$ cat config.mk
export PLATFORM = sky130hd
export DESIGN_NAME = fci_ctrl
export DESIGN_NICKNAME = d
export VERILOG_FILES = /design/src/verilog/fci_pkg.sv /design/src/verilog/fci_bus_cycle.sv /design/src/verilog/fci_ctrl.sv
export VERILOG_INCLUDE_DIRS = /design/src /design/src/verilog
export SDC_FILE = /design/constraint.sdc
export NUM_CORES = 1
export LEC_CHECK = 0
export BUFFER_PORTS_ARGS = -buffer_cell sky130_fd_sc_hd__buf_4
export CORE_MARGIN = 2
export CORE_UTILIZATION = 50
export CTS_BUF_LIST = sky130_fd_sc_hd__clkbuf_8 sky130_fd_sc_hd__clkbuf_16
export DETAILED_ROUTE_END_ITERATION = 7
export PLACE_DENSITY = 0.84
export SETUP_SLACK_MARGIN = 0.5
export SKIP_CTS_REPAIR_TIMING = 1
export SYNTH_ARGS = -nofsm -noshare
export SYNTH_HDL_FRONTEND = slang
export SYNTH_SLANG_ARGS = --single-unit
export TNS_END_PERCENT = 30
$ cat constraint.sdc
create_clock -name CLK -period 4.28 [get_ports CLK]
set_input_delay 0.428 -clock CLK [delete_from_list [all_inputs] [get_ports CLK]]
set_output_delay 0.428 -clock CLK [all_outputs]
set_load 0.02 [all_outputs]
$ cat src/verilog/fci_regs.svh
// Purpose: register map, command bytes, field positions and timing figures of the
//          flash command interface controller
// Assumes: 25 MHz controller clock
// Notes: times in ns; cycle counts derived where used
`ifndef FCI_REGS_SVH
`define FCI_REGS_SVH

// software register byte addresses
`define FCI_REG_CMD 8'h00
`define FCI_REG_ADDR 8'h04
`define FCI_REG_WDATA 8'h08
`define FCI_REG_CTRL 8'h0C
`define FCI_REG_STATUS 8'h10
`define FCI_REG_RDATA 8'h14

// reset values
`define FCI_RST_ADDR 17'h00000
`define FCI_RST_WDATA 8'h00
`define FCI_RST_STATUS_BYTE 8'h00

// control register fields
`define FCI_CTRL_PWRDN 0
`define FCI_CTRL_SUPPLY 1

// status register fields
`define FCI_ST_BUSY 0
`define FCI_ST_REFUSED 1
`define FCI_ST_SUPPLY_LOCK 2
`define FCI_ST_MODE_LO 3
`define FCI_ST_MODE_HI 4
`define FCI_ST_DEV_LO 8
`define FCI_ST_DEV_HI 15

// operation codes written to CMD[3:0]
`define FCI_OP_READ_ARRAY 4'h1
`define FCI_OP_READ_STATUS 4'h2
`define FCI_OP_CLEAR_STATUS 4'h3
`define FCI_OP_READ_ID 4'h4
`define FCI_OP_ERASE 4'h5
`define FCI_OP_PROGRAM 4'h6
`define FCI_OP_SUSPEND 4'h7
`define FCI_OP_RESUME 4'h8
`define FCI_OP_READ 4'h9

// command bytes understood by the flash
`define FCI_CMD_READ_ARRAY 8'hFF
`define FCI_CMD_READ_STATUS 8'h70
`define FCI_CMD_CLEAR_STATUS 8'h50
`define FCI_CMD_READ_ID 8'h90
`define FCI_CMD_ERASE_SETUP 8'h20
`define FCI_CMD_CONFIRM 8'hD0
`define FCI_CMD_PROGRAM_SETUP 8'h40
`define FCI_CMD_SUSPEND 8'hB0

// flash status byte bit positions
`define FCI_SR_READY 7
`define FCI_SR_SUSPENDED 6
`define FCI_SR_ERASE_FAIL 5
`define FCI_SR_PROGRAM_FAIL 4
`define FCI_SR_SUPPLY_LOW 3

// timing
`define FCI_CLK_PERIOD_NS 40
`define FCI_T_WP_NS 40
`define FCI_T_WPH_NS 10
`define FCI_T_ACC_NS 150
`define FCI_T_HZ_NS 55
`define FCI_T_WAKE_NS 600

`endif
$ cat src/verilog/fci_pkg.sv
// Purpose: types shared by the flash command interface controller
// Assumes: nothing
// Notes:   constants live in fci_regs.svh
package fci_pkg;

   typedef struct packed {
      logic [16:0] addr;
      logic [7:0] dq_out;
      logic dq_oe;
      logic ce_n;
      logic oe_n;
      logic we_n;
   } fci_pins_t;

   typedef enum logic [1:0] {
      FCI_MODE_ARRAY,
      FCI_MODE_STATUS,
      FCI_MODE_ID
   } fci_mode_t;

   typedef enum logic [1:0] {
      FCI_CY_IDLE,
      FCI_CY_SETUP,
      FCI_CY_STROBE,
      FCI_CY_RECOVER
   } fci_cy_state_t;

   typedef enum logic [2:0] {
      FCI_SQ_IDLE,
      FCI_SQ_FIRST,
      FCI_SQ_SECOND,
      FCI_SQ_POLL,
      FCI_SQ_AUTOCLR,
      FCI_SQ_PD,
      FCI_SQ_WAKE
   } fci_sq_state_t;

endpackage : fci_pkg

$ cat src/verilog/fci_bus_cycle.sv
// Purpose: one asynchronous bus cycle (write or read) on the flash pins
// Assumes: dq_in is already synchronised; start only while idle
// Notes: done pulses one cycle after recovery
`include "fci_regs.svh"

module fci_bus_cycle (
   input wire logic clk, // controller clock
   input wire logic rst_b, // async reset, active low
   input wire logic start, // begin a cycle
   input wire logic is_write, // 1 write, 0 read
   input wire logic [16:0] addr, // flash address
   input wire logic [7:0] wdata, // byte to write
   input wire logic [7:0] dq_in, // synchronised data pins
   output logic done, // cycle finished pulse
   output logic [7:0] rdata, // byte read
   output fci_pkg::fci_pins_t pins // registered pin drive
);
   localparam int PER = `FCI_CLK_PERIOD_NS;
   localparam int WP_CYC = (`FCI_T_WP_NS + PER - 1) / PER;
   localparam int WPH_CYC = (`FCI_T_WPH_NS + PER - 1) / PER;
   localparam int ACC_CYC = (`FCI_T_ACC_NS + PER - 1) / PER;
   localparam int HZ_CYC = (`FCI_T_HZ_NS + PER - 1) / PER;

   fci_pkg::fci_cy_state_t state, next_state;
   fci_pkg::fci_pins_t next_pins;
   logic [3:0] cnt, next_cnt;
   logic wr, next_wr;
   logic next_done;
   logic [7:0] next_rdata;

   always_comb begin
      next_state = state;
      next_pins = pins;
      next_cnt = cnt;
      next_wr = wr;
      next_done = 1'b0;
      next_rdata = rdata;
      case (state)
         fci_pkg::FCI_CY_IDLE: begin
            if (start) begin
               next_pins.addr = addr;
               next_pins.dq_out = wdata;
               next_pins.dq_oe = is_write;
               next_pins.ce_n = 1'b0;
               next_pins.oe_n = 1'b1;
               next_pins.we_n = 1'b1;
               next_wr = is_write;
               next_state = fci_pkg::FCI_CY_SETUP;
            end
         end
         fci_pkg::FCI_CY_SETUP: begin
            // address and data stand
            if (wr) begin
               next_pins.we_n = 1'b0;
               next_cnt = 4'(WP_CYC - 1);
            end else begin
               // two extra cycles cover the data synchroniser
               next_pins.oe_n = 1'b0;
               next_cnt = 4'(ACC_CYC + 1);
            end
            next_state = fci_pkg::FCI_CY_STROBE;
         end
         fci_pkg::FCI_CY_STROBE: begin
            if (cnt != 4'h0) begin
               next_cnt = cnt - 4'h1;
            end else begin
               if (!wr) begin
                  next_rdata = dq_in;
               end
               // strobe returns high
               next_pins.we_n = 1'b1;
               next_pins.oe_n = 1'b1;
               next_cnt = wr ? 4'(WPH_CYC) : 4'(HZ_CYC);
               next_state = fci_pkg::FCI_CY_RECOVER;
            end
         end
         fci_pkg::FCI_CY_RECOVER: begin
            // data held past the rising strobe, read bus left to float
            if (cnt != 4'h0) begin
               next_cnt = cnt - 4'h1;
            end else begin
               next_pins.ce_n = 1'b1;
               next_pins.dq_oe = 1'b0;
               next_done = 1'b1;
               next_state = fci_pkg::FCI_CY_IDLE;
            end
         end
         default: begin
            next_state = fci_pkg::FCI_CY_IDLE;
         end
      endcase
   end

   always_ff @(posedge clk or negedge rst_b) begin
      if (!rst_b) begin
         state <= fci_pkg::FCI_CY_IDLE;
         pins <= '{17'h00000, 8'h00, 1'b0, 1'b1, 1'b1, 1'b1};
         cnt <= 4'h0;
         wr <= 1'b0;
         done <= 1'b0;
         rdata <= 8'h00;
      end else begin
         state <= next_state;
         pins <= next_pins;
         cnt <= next_cnt;
         wr <= next_wr;
         done <= next_done;
         rdata <= next_rdata;
      end
   end

endmodule : fci_bus_cycle

$ cat src/verilog/fci_ctrl.sv
// Purpose: host-side controller that drives a boot-block flash through its pins
// Assumes: 25 MHz clock; software on a plain register port
// Notes: erase and program poll until ready; no timeout
//
// Behaviour
// device reads array after power-up or wake
// read with select and drive low
// output drive high keeps pins floating
// deselected device floats its outputs
// power-down ignores all other inputs
// commands take one or two writes
// byte FF selects array reads
// device keeps an eight-bit status byte
// byte 70 selects status reads
// strobe high again before next read
// fail bits stay until clear status
// clear supply-low before program or erase
// erase is 20 then D0, same block
// erase needs high program supply level
// after erase, reads return status
// ready bit and erase-fail show outcome
// clear status after an erase error
// byte 90 gives identification codes
// high-voltage identification not used here
// identification mode lasts until next command
// program is 40 then address and data
// B0 suspends erase, D0 resumes
// status bit layout seven down to three
// bad erase confirm sets both fail bits
//
// The register addresses and strobed register access were left to the implementer.
`include "fci_regs.svh"

module fci_ctrl (
   input wire logic CLK, // 25 MHz clock
   input wire logic RST_B, // async reset, active low
   input wire logic [7:0] REG_ADDR, // register byte address
   input wire logic [31:0] REG_WDATA, // register write data
   input wire logic REG_WR, // write strobe
   input wire logic REG_RD, // read strobe
   output logic [31:0] REG_RDATA, // read data, cycle after strobe
   output logic [16:0] FL_ADDR, // flash address pins
   output logic [7:0] FL_DQ_OUT, // flash data out
   output logic FL_DQ_OE, // flash data drive enable
   input wire logic [7:0] FL_DQ_IN, // flash data in
   output logic FL_CE_N, // chip select, active low
   output logic FL_OE_N, // output drive, active low
   output logic FL_WE_N, // write strobe, active low
   output logic POWERDOWN_RESET_N, // power-down, active low
   output logic PROGRAM_SUPPLY_HIGH_LEVEL // request high program supply
);
   localparam int WAKE_CYC = (`FCI_T_WAKE_NS + `FCI_CLK_PERIOD_NS - 1) / `FCI_CLK_PERIOD_NS;

   logic [7:0] dq_meta, dq_sync;
   logic cyc_done;
   logic [7:0] cyc_rdata;
   fci_pkg::fci_pins_t pins;

   logic [16:0] addr_r, next_addr_r;
   logic [7:0] wdata_r, next_wdata_r;
   logic pwrdn, next_pwrdn;
   logic supply, next_supply;
   logic [31:0] next_rdata_bus;

   fci_pkg::fci_sq_state_t sq, next_sq;
   fci_pkg::fci_mode_t mode, next_mode;
   logic [3:0] op, next_op;
   logic cyc_start, next_cyc_start;
   logic cyc_write, next_cyc_write;
   logic [7:0] cyc_data, next_cyc_data;
   logic [16:0] cyc_addr, next_cyc_addr;
   logic [7:0] dev_status, next_dev_status;
   logic [7:0] rbyte, next_rbyte;
   logic refused, next_refused;
   logic supply_lock, next_supply_lock;
   logic [4:0] wake_cnt, next_wake_cnt;
   logic rp_n, next_rp_n;
   logic cmd_wr, op_valid, needs_supply;

   // data pins are asynchronous to CLK
   always_ff @(posedge CLK or negedge RST_B) begin
      if (!RST_B) begin
         dq_meta <= 8'h00;
         dq_sync <= 8'h00;
      end else begin
         dq_meta <= FL_DQ_IN;
         dq_sync <= dq_meta;
      end
   end

   fci_bus_cycle u_cycle (
      .clk(CLK),
      .rst_b(RST_B),
      .start(cyc_start),
      .is_write(cyc_write),
      .addr(cyc_addr),
      .wdata(cyc_data),
      .dq_in(dq_sync),
      .done(cyc_done),
      .rdata(cyc_rdata),
      .pins(pins)
   );

   assign FL_ADDR = pins.addr;
   assign FL_DQ_OUT = pins.dq_out;
   assign FL_DQ_OE = pins.dq_oe;
   assign FL_CE_N = pins.ce_n;
   assign FL_OE_N = pins.oe_n;
   assign FL_WE_N = pins.we_n;
   assign POWERDOWN_RESET_N = rp_n;
   assign PROGRAM_SUPPLY_HIGH_LEVEL = supply;

   assign cmd_wr = REG_WR && (REG_ADDR == `FCI_REG_CMD);
   assign op_valid = (REG_WDATA[3:0] >= `FCI_OP_READ_ARRAY) && (REG_WDATA[3:0] <= `FCI_OP_READ);
   assign needs_supply = (REG_WDATA[3:0] == `FCI_OP_ERASE) ||
                         (REG_WDATA[3:0] == `FCI_OP_PROGRAM);

   // software registers
   always_comb begin
      next_addr_r = addr_r;
      next_wdata_r = wdata_r;
      next_pwrdn = pwrdn;
      next_supply = supply;
      next_rdata_bus = 32'h00000000;
      if (REG_WR) begin
         case (REG_ADDR)
            `FCI_REG_ADDR: next_addr_r = REG_WDATA[16:0];
            `FCI_REG_WDATA: next_wdata_r = REG_WDATA[7:0];
            `FCI_REG_CTRL: begin
               next_pwrdn = REG_WDATA[`FCI_CTRL_PWRDN];
               next_supply = REG_WDATA[`FCI_CTRL_SUPPLY];
            end
            default: begin
            end
         endcase
      end
      if (REG_RD) begin
         case (REG_ADDR)
            `FCI_REG_ADDR: next_rdata_bus = {15'h0000, addr_r};
            `FCI_REG_WDATA: next_rdata_bus = {24'h000000, wdata_r};
            `FCI_REG_CTRL: next_rdata_bus = {30'h00000000, supply, pwrdn};
            `FCI_REG_STATUS: begin
               next_rdata_bus[`FCI_ST_BUSY] = (sq != fci_pkg::FCI_SQ_IDLE);
               next_rdata_bus[`FCI_ST_REFUSED] = refused;
               next_rdata_bus[`FCI_ST_SUPPLY_LOCK] = supply_lock;
               next_rdata_bus[`FCI_ST_MODE_HI:`FCI_ST_MODE_LO] = mode;
               next_rdata_bus[`FCI_ST_DEV_HI:`FCI_ST_DEV_LO] = dev_status;
            end
            `FCI_REG_RDATA: next_rdata_bus = {24'h000000, rbyte};
            default: next_rdata_bus = 32'h00000000;
         endcase
      end
   end

   always_ff @(posedge CLK or negedge RST_B) begin
      if (!RST_B) begin
         addr_r <= `FCI_RST_ADDR;
         wdata_r <= `FCI_RST_WDATA;
         pwrdn <= 1'b0;
         supply <= 1'b0;
         REG_RDATA <= 32'h00000000;
      end else begin
         addr_r <= next_addr_r;
         wdata_r <= next_wdata_r;
         pwrdn <= next_pwrdn;
         supply <= next_supply;
         REG_RDATA <= next_rdata_bus;
      end
   end

   // command sequencer
   always_comb begin
      next_sq = sq;
      next_mode = mode;
      next_op = op;
      next_cyc_start = 1'b0;
      next_cyc_write = cyc_write;
      next_cyc_data = cyc_data;
      next_cyc_addr = cyc_addr;
      next_dev_status = dev_status;
      next_rbyte = rbyte;
      next_refused = refused;
      next_supply_lock = supply_lock;
      next_wake_cnt = wake_cnt;
      next_rp_n = rp_n;
      // a refusal in the same cycle as the clear keeps the flag set
      if (REG_WR && (REG_ADDR == `FCI_REG_STATUS) && REG_WDATA[`FCI_ST_REFUSED]) begin
         next_refused = 1'b0;
      end
      // commands are refused while anything is in progress
      if (cmd_wr && (sq != fci_pkg::FCI_SQ_IDLE)) begin
         next_refused = 1'b1;
      end
      case (sq)
         fci_pkg::FCI_SQ_IDLE: begin
            if (pwrdn) begin
               // hold device in power-down
               next_rp_n = 1'b0;
               next_sq = fci_pkg::FCI_SQ_PD;
               if (cmd_wr) begin
                  next_refused = 1'b1;
               end
            end else if (cmd_wr) begin
               // no program or erase while locked or unpowered
               if (!op_valid || (needs_supply && (supply_lock || !supply))) begin
                  next_refused = 1'b1;
               end else begin
                  next_op = REG_WDATA[3:0];
                  next_cyc_start = 1'b1;
                  next_cyc_write = 1'b1;
                  next_cyc_addr = addr_r;
                  next_sq = fci_pkg::FCI_SQ_FIRST;
                  case (REG_WDATA[3:0])
                     // array reads
                     `FCI_OP_READ_ARRAY: next_cyc_data = `FCI_CMD_READ_ARRAY;
                     // status reads
                     `FCI_OP_READ_STATUS: next_cyc_data = `FCI_CMD_READ_STATUS;
                     // fail bits cleared here and by the automatic clear after a failed erase
                     `FCI_OP_CLEAR_STATUS: next_cyc_data = `FCI_CMD_CLEAR_STATUS;
                     // identification by command
                     `FCI_OP_READ_ID: next_cyc_data = `FCI_CMD_READ_ID;
                     // erase setup at block address
                     `FCI_OP_ERASE: next_cyc_data = `FCI_CMD_ERASE_SETUP;
                     // program setup
                     `FCI_OP_PROGRAM: next_cyc_data = `FCI_CMD_PROGRAM_SETUP;
                     // suspend and resume
                     `FCI_OP_SUSPEND: next_cyc_data = `FCI_CMD_SUSPEND;
                     `FCI_OP_RESUME: next_cyc_data = `FCI_CMD_CONFIRM;
                     default: begin
                        // plain read in the current mode
                        next_cyc_write = 1'b0;
                        next_cyc_data = 8'h00;
                     end
                  endcase
               end
            end
         end
         fci_pkg::FCI_SQ_FIRST: begin
            if (cyc_done) begin
               next_sq = fci_pkg::FCI_SQ_IDLE;
               case (op)
                  `FCI_OP_READ: begin
                     next_rbyte = cyc_rdata;
                     if (mode == fci_pkg::FCI_MODE_STATUS) begin
                        next_dev_status = cyc_rdata;
                     end
                  end
                  `FCI_OP_READ_ARRAY: next_mode = fci_pkg::FCI_MODE_ARRAY;
                  `FCI_OP_READ_STATUS: next_mode = fci_pkg::FCI_MODE_STATUS;
                  // stays until next command
                  `FCI_OP_READ_ID: next_mode = fci_pkg::FCI_MODE_ID;
                  `FCI_OP_CLEAR_STATUS: next_supply_lock = 1'b0;
                  `FCI_OP_ERASE, `FCI_OP_PROGRAM: begin
                     // second write, same address register
                     next_cyc_start = 1'b1;
                     next_cyc_write = 1'b1;
                     next_cyc_data = (op == `FCI_OP_ERASE) ? `FCI_CMD_CONFIRM : wdata_r;
                     next_sq = fci_pkg::FCI_SQ_SECOND;
                  end
                  default: begin
                     // suspend and resume: poll until the sequencer settles
                     next_mode = fci_pkg::FCI_MODE_STATUS;
                     next_cyc_start = 1'b1;
                     next_cyc_write = 1'b0;
                     next_sq = fci_pkg::FCI_SQ_POLL;
                  end
               endcase
            end
         end
         fci_pkg::FCI_SQ_SECOND: begin
            if (cyc_done) begin
               // device now answers with status
               next_mode = fci_pkg::FCI_MODE_STATUS;
               next_cyc_start = 1'b1;
               next_cyc_write = 1'b0;
               next_sq = fci_pkg::FCI_SQ_POLL;
            end
         end
         fci_pkg::FCI_SQ_POLL: begin
            if (cyc_done) begin
               next_dev_status = cyc_rdata;
               // ready bit ends the wait
               if (cyc_rdata[`FCI_SR_READY]) begin
                  next_sq = fci_pkg::FCI_SQ_IDLE;
                  if (cyc_rdata[`FCI_SR_SUPPLY_LOW]) begin
                     next_supply_lock = 1'b1;
                  end
                  // clear after a failed or improper erase
                  if (op == `FCI_OP_ERASE && cyc_rdata[`FCI_SR_ERASE_FAIL]) begin
                     next_cyc_start = 1'b1;
                     next_cyc_write = 1'b1;
                     next_cyc_data = `FCI_CMD_CLEAR_STATUS;
                     next_sq = fci_pkg::FCI_SQ_AUTOCLR;
                  end
               end else begin
                  next_cyc_start = 1'b1;
               end
            end
         end
         fci_pkg::FCI_SQ_AUTOCLR: begin
            if (cyc_done) begin
               next_supply_lock = 1'b0;
               next_sq = fci_pkg::FCI_SQ_IDLE;
            end
         end
         fci_pkg::FCI_SQ_PD: begin
            if (!pwrdn) begin
               next_rp_n = 1'b1;
               next_wake_cnt = 5'(WAKE_CYC);
               next_sq = fci_pkg::FCI_SQ_WAKE;
            end
         end
         fci_pkg::FCI_SQ_WAKE: begin
            if (wake_cnt != 5'h00) begin
               next_wake_cnt = wake_cnt - 5'h01;
            end else begin
               // wake into array reads
               next_mode = fci_pkg::FCI_MODE_ARRAY;
               next_sq = fci_pkg::FCI_SQ_IDLE;
            end
         end
         default: next_sq = fci_pkg::FCI_SQ_IDLE;
      endcase
   end

   always_ff @(posedge CLK or negedge RST_B) begin
      if (!RST_B) begin
         sq <= fci_pkg::FCI_SQ_IDLE;
         mode <= fci_pkg::FCI_MODE_ARRAY;
         op <= 4'h0;
         cyc_start <= 1'b0;
         cyc_write <= 1'b0;
         cyc_data <= 8'h00;
         cyc_addr <= 17'h00000;
         dev_status <= `FCI_RST_STATUS_BYTE;
         rbyte <= 8'h00;
         refused <= 1'b0;
         supply_lock <= 1'b0;
         wake_cnt <= 5'h00;
         rp_n <= 1'b1;
      end else begin
         sq <= next_sq;
         mode <= next_mode;
         op <= next_op;
         cyc_start <= next_cyc_start;
         cyc_write <= next_cyc_write;
         cyc_data <= next_cyc_data;
         cyc_addr <= next_cyc_addr;
         dev_status <= next_dev_status;
         rbyte <= next_rbyte;
         refused <= next_refused;
         supply_lock <= next_supply_lock;
         wake_cnt <= next_wake_cnt;
         rp_n <= next_rp_n;
      end
   end

endmodule : fci_ctrl

; ---- Word-level counts from Yosys, hierarchy flattened
; Cells that the tools add are included.
[classes]
add_sub_neg = 2
order_cmp = 2
eq_ne = 58
muxes = 96
n_bitwise = 4
n_reduce_logical = 52
[op_table]
columns = op, count
row1 = two-way mux 8 bit, 13
row2 = case mux 8 bit (8 select lines), 1
row3 = two-way mux 1 bit, 37
row4 = two-way mux 3 bit, 12
row5 = inequality test 2 bit (second input constant), 16
row6 = case mux 8 bit (2 select lines), 2
row7 = equality test 4 x 3 -> 1 bit (second input constant), 7
row8 = case mux 5 bit (5 select lines), 1
row9 = case mux 8 bit (3 select lines), 1
row10 = case mux 3 bit (7 select lines), 1
row11 = inequality test 2 x 1 -> 1 bit (second input constant), 10
row12 = case mux 2 bit (3 select lines), 3
row13 = AND reduction 3 bit, 6
row14 = AND reduction 9 bit, 2
row15 = nonzero test 3 bit, 6
row16 = two-way mux 17 bit, 1
row17 = equality test 4 x 2 -> 1 bit (second input constant), 4
row18 = equality test 8 x 4 -> 1 bit (second input constant), 2
row19 = equality test 8 x 5 -> 1 bit (second input constant), 2
row20 = two-way mux 2 bit, 8
row21 = two-way mux 4 bit, 3
row22 = case mux 4 bit (3 select lines), 1
row23 = AND reduction 4 bit, 3
row24 = two-way mux 5 bit, 2
row25 = other kinds (38), 70
[word_totals]
ff_bits = 180
inputBits = 52
wordCells = 245

; ---- Depth between registers and ports, before layout
[depth]
depth_word = 9
depth_mapped = 8

; ---- Modules after synthesis
; Synthesis repeated with hierarchy kept, for this count alone.
[unflattened]
hier_cells = 607
hier_area_um2 = 7474.7
[by_module_without_submodules]
columns = module, instances, cells_per_inst, area_each_um2
row1 = fci_ctrl, 1, 462, 5520.3
row2 = fci_bus_cycle, 1, 145, 1954.4

; ---- Least setup slack after synthesis
; No wires, ideal clock.
[synth_timing]
path_kind = input port to flip-flop
startpoint = input port REG_WDATA[0]
endpoint = register cyc_addr[0]
t_arrival_ps = 1783
slack_ps = 2370
cell_stages = 7
n_path_buf = 2
cell_sequence = buf_2 -> nor3_1 -> a21oi_1 -> and2_1 -> nand3_1 -> buf_4 -> mux2_1
[synth_via]
elab_chain_cells = 6
word_cells_on_any_way = 11
cone_classes = order compare: 2 / eq/ne: 2 / bitwise: 1 / reduce/logical: 6
[synth_rtl]
columns = item, line_no
row1 = "start, declared", fci_ctrl.sv:38  ; input wire logic [31:0] REG_WDATA,
row2 = >= comparator 4 x 1 -> 1 bit (no source line) (tied with other cells), n/a
row3 = logical AND 1 bit / logical OR 1 bit (equally long branches), "fci_ctrl.sv:114, fci_ctrl.sv:115"
row4 = zero test 1 bit / logical AND 1 bit (equally long branches), fci_ctrl.sv:205  ; if (!op_valid || (needs_supply && (supply_lock || !supply))) begin
row5 = logical OR 1 bit *, fci_ctrl.sv:205
row6 = NOT 1 bit (no source line) *, n/a
row7 = AND reduction 4 bit (no source line) *, n/a
row8 = "end signal, assigned", fci_ctrl.sv:348  ; cyc_addr <= next_cyc_addr;
row9 = "end, declared", fci_ctrl.sv:71  ; logic [16:0] cyc_addr, next_cyc_addr;
; Mark *: on every way between the ends. The rest lies on a longest branch, timed or not.
; A chain may end at the register's enable or synchronous reset.

; ---- Worst setup path in the final report
[layout_timing]
startpoint = register u_cycle.cnt[0]
endpoint = register u_cycle.rdata[2]
[layout_via]
elab_chain_cells = 3
[layout_rtl]
columns = item, line_no
row1 = "start, declared", fci_bus_cycle.sv:26  ; logic [3:0] cnt, next_cnt;
row2 = "start signal, assigned", fci_bus_cycle.sv:105  ; cnt <= next_cnt;
row3 = nonzero test 4 bit, fci_bus_cycle.sv:64  ; if (cnt != 4'h0) begin
row4 = NOT 1 bit (no source line), n/a
row5 = AND reduction 3 bit (no source line), n/a
row6 = "end signal, assigned", fci_bus_cycle.sv:108  ; rdata <= next_rdata;
row7 = "end, declared", fci_bus_cycle.sv:15  ; output logic [7:0] rdata,
; No other way between the ends.

==> summary.md <==
| Metric | Value |
|---|---|
| Arrival time worst endpoint | `2.72 ns` |
| Commonest cells after routing, fill and taps aside | `dfrtp_1, buf_4, mux2_2` |
| First-pass GRT wire length | `26.6 mm` |
| Critical Path RT | `4.59 ns` |
| GRT Util Overall | `21.1%` |
| Clock Skews | `0.00839 ns` |
| Max Cap Viol | `0` |
| Post-synth EDFFs | `0` |
| Rel. slew slack | `39.7%` |
| Commonest non-fill, non-tap cell in the layout | `dfrtp_1` |
| Final worst path period share | `56.3%` |
| Final net count | `747` |
| # DRC | `0` |
| Drt first-iter violations | `336` |
| RSZ-0062 raised after global routing | `false` |
| Fmax | `415 MHz` |
| CP max FO | `9` |
| Async SR Flop Fraction | `100%` |
| PwrDens | `552 mW/mm^2` |
| CTS Buffer Depth | `2` |
| Synthesis-to-finish area growth | `17.5%` |
| Worst Hold Class | `primary input to asynchronous set/reset pin` |
| Combinational Power Share | `25.1%` |
| Clock Root Buffer | `clkbuf_16` |
| Fill count | `1089` |
| Number of global-route vias before repair | `5191` |
| Share of cells above drive strength 1 | `30.9%` |
| Netlist cell types | `74` |
| DR WL/cell | `18.4 um` |
| Reg area | `0.00413 mm^2` |
| Finish-stage setup viols | `0` |
| Synthesized flop and latch total | `165` |
| Post-Syn Instances | `613` |
| Input/output buffers | `84` |
| Yosys warning total | `0` |
| Skew-Pair Late Insertion Delay | `0.43 ns` |
| Worst-path clk slew | `0.06 ns` |
| Max-slew violation total from the final report | `0` |
| Slew @ Worst Pin | `0.905 ns` |
| Die width | `126 um` |
| Die H | `126 um` |
| Ant. Diodes | `0` |
| Clk sinks | `165` |
| CP Launch Type | `register` |
| Psw | `1.58 mW` |
| Core area | `0.0146 mm^2` |
| Hold slack | `0.0909 ns` |
| Final WL | `16.3 mm` |
| # H-tree levels | `4` |
| Multi-input gate area | `0.00308 mm^2` |
| Synth Cell Area | `0.00749 mm^2` |
| DIE AREA | `0.0160 mm^2` |
| Vias per cell | `5.74` |
| Starting Density | `51.3%` |
| TritonCTS clock tree | `built` |
| Setup crit end kind | `register` |
| Crit path time final | `2.41 ns` |
| Net Sw Frac | `32.6%` |
| Flop pwr share | `42.3%` |
| Total CTS buffers | `17` |
| Global route overflow | `0` |
| Placed Cells | `852` |
| DR vias | `5075` |
| Final Hold Fails | `0` |
| Main synth FF type | `dfrtp_1` |
| Final Wtd Congestion | `0.840` |
| I/O pin total | `115` |
| # rows | `44` |
| Mean Syn Cell Area | `12.2 um^2` |
| Post-synthesis sequential area ratio | `55.2%` |
| Largest net degree at the start of global routing | `104` |
| 1st-pass router iterations | `5` |
| Fin Setup TNS | `0 ns` |
| Initial antenna violation count | `0` |
| DP Area | `0.00818 mm^2` |
| Pint | `3.27 mW` |
| CP Class | `register to register` |
| R2R Setup Slk | `1.87 ns` |
| Clock power frac | `32.6%` |
| Final instance area | `0.00880 mm^2` |
| Post-DP HPWL | `11.2 mm` |
| Status | `finished clean` |
| Final ANT Viol Nets | `0` |
| Maximum VDD drop | `0.296 mV` |
| Static leakage | `4.22 nW` |
| Final std cells w/o fill | `884` |
-- cell usage after synthesis, types with 6 or more instances --
library cell / count / area [um^2]
ha_1: 8 / 100
a22oi_1: 6 / 45.0
o21ai_0: 27 / 135
dfrtp_1: 161 / 4030
xnor2_1: 7 / 61.3
inv_1: 17 / 63.8
mux2_1: 35 / 394
a22o_1: 13 / 114
clkbuf_1: 17 / 63.8
mux2_2: 77 / 867
nand2_1: 34 / 128
nand2b_1: 9 / 56.3
nand3_1: 13 / 65.1
buf_4: 18 / 135
nor3_1: 12 / 60.1
a21oi_1: 19 / 95.1
nor2_1: 25 / 93.8
buf_2: 9 / 45.0
a2bb2oi_1: 6 / 52.6
nor2b_1: 7 / 43.8
-- per-layer routing --
layer | global-route usage, % | up-vias | wire length, um
met2 | 34.9 | 175 | 8290
met3 | 5.69 | 29 | 938
met1 | 27.0 | 2553 | 6790
met5 | 0 | - | 0
li1 | - | 2318 | -
met4 | 7.37 | 0 | 283
-- cells by family (layout without fill, tap and decap cells) --
family / after synthesis / after routing / synth area share (%)
muxes: 115 / 115 / 17.2
AOI/OAI and AO/OA: 108 / 108 / 10.1
and+or+nand+nor: 142 / 142 / 10.6
adders and majority gates: 8 / 8 / 1.34
other: 1 / 15 / 0.0501
xor gates and xnor gates: 10 / 10 / 1.17
buffers and inverters: 64 / 137 / 4.36
DFF: 165 / 165 / 55.2
-- worst paths after layout --
path	start	end	cells after the start
worst max-delay path	u_cycle.cnt[0]	u_cycle.rdata[2]	6
worst min-delay path	RST_B	u_cycle.cnt[3]	1
worst max register to register	u_cycle.cnt[0]	u_cycle.rdata[2]	6
worst min register to register	dq_meta[7]	dq_sync[7]	0
max in group asynchronous	RST_B	dev_status[1]	2
min in group CLK	FL_DQ_IN[2]	dq_meta[2]	1
-- registers in the layout, indices dropped and copies added (netlist names), 3 cells and up --
signal and cells:
op 4, wdata_r 8, wake_cnt 5, REG_RDATA 17
u_cycle.rdata 8, u_cycle.cnt 4, sq 3, dq_sync 8
rbyte 8, cyc_data 8, cyc_addr 17, dev_status 8
dq_meta 8, u_cycle.pins 29, addr_r 17
-- power by group through the flow --
stage          Clock [mW]  Sequential (mW)  Combinational [mW]
2_1_floorplan           0             2.02               0.884
3_3_place_gp            0             2.05                1.14
3_5_place_dp            0             2.08                1.20
4_1_cts              1.61             2.05                1.22
5_1_grt              1.68             2.09                1.35
6_report             1.58             2.06                1.22
-- critical path, stage by stage (launching register included) --
cell,delay (ns)
dfrtp_1,0.39
inv_1,0.17
ha_1,0.21
nor3b_2,0.45
nand2_1,0.18
nor2_2,0.47
mux2_2,0.41
-- metrics by stage --
stage	utilization [%]	power, mW	setup slack [ns]
CTS	60.3	4.88	1.85
global placement	56.1	3.20	2.02
floorplan	-	2.90	2.37
finish	60.3	4.86	1.87
detailed placement	56.1	3.28	1.88
global route	60.3	5.12	1.69
-- layout make-up --
| type | count | share of cell area [%] |
|---|---|---|
| clock buffers | 17 | 4.83 |
| clock inverters | 15 | 2.18 |
| repair buffers | 87 | 7.61 |
| flip-flops and latches | 165 | 47.0 |
| multi-input cells | 398 | 35.0 |
| inverters | 18 | 0.768 |
| well taps | 184 | 2.62 |
Note: power is estimated with default switching activity, not from simulation.
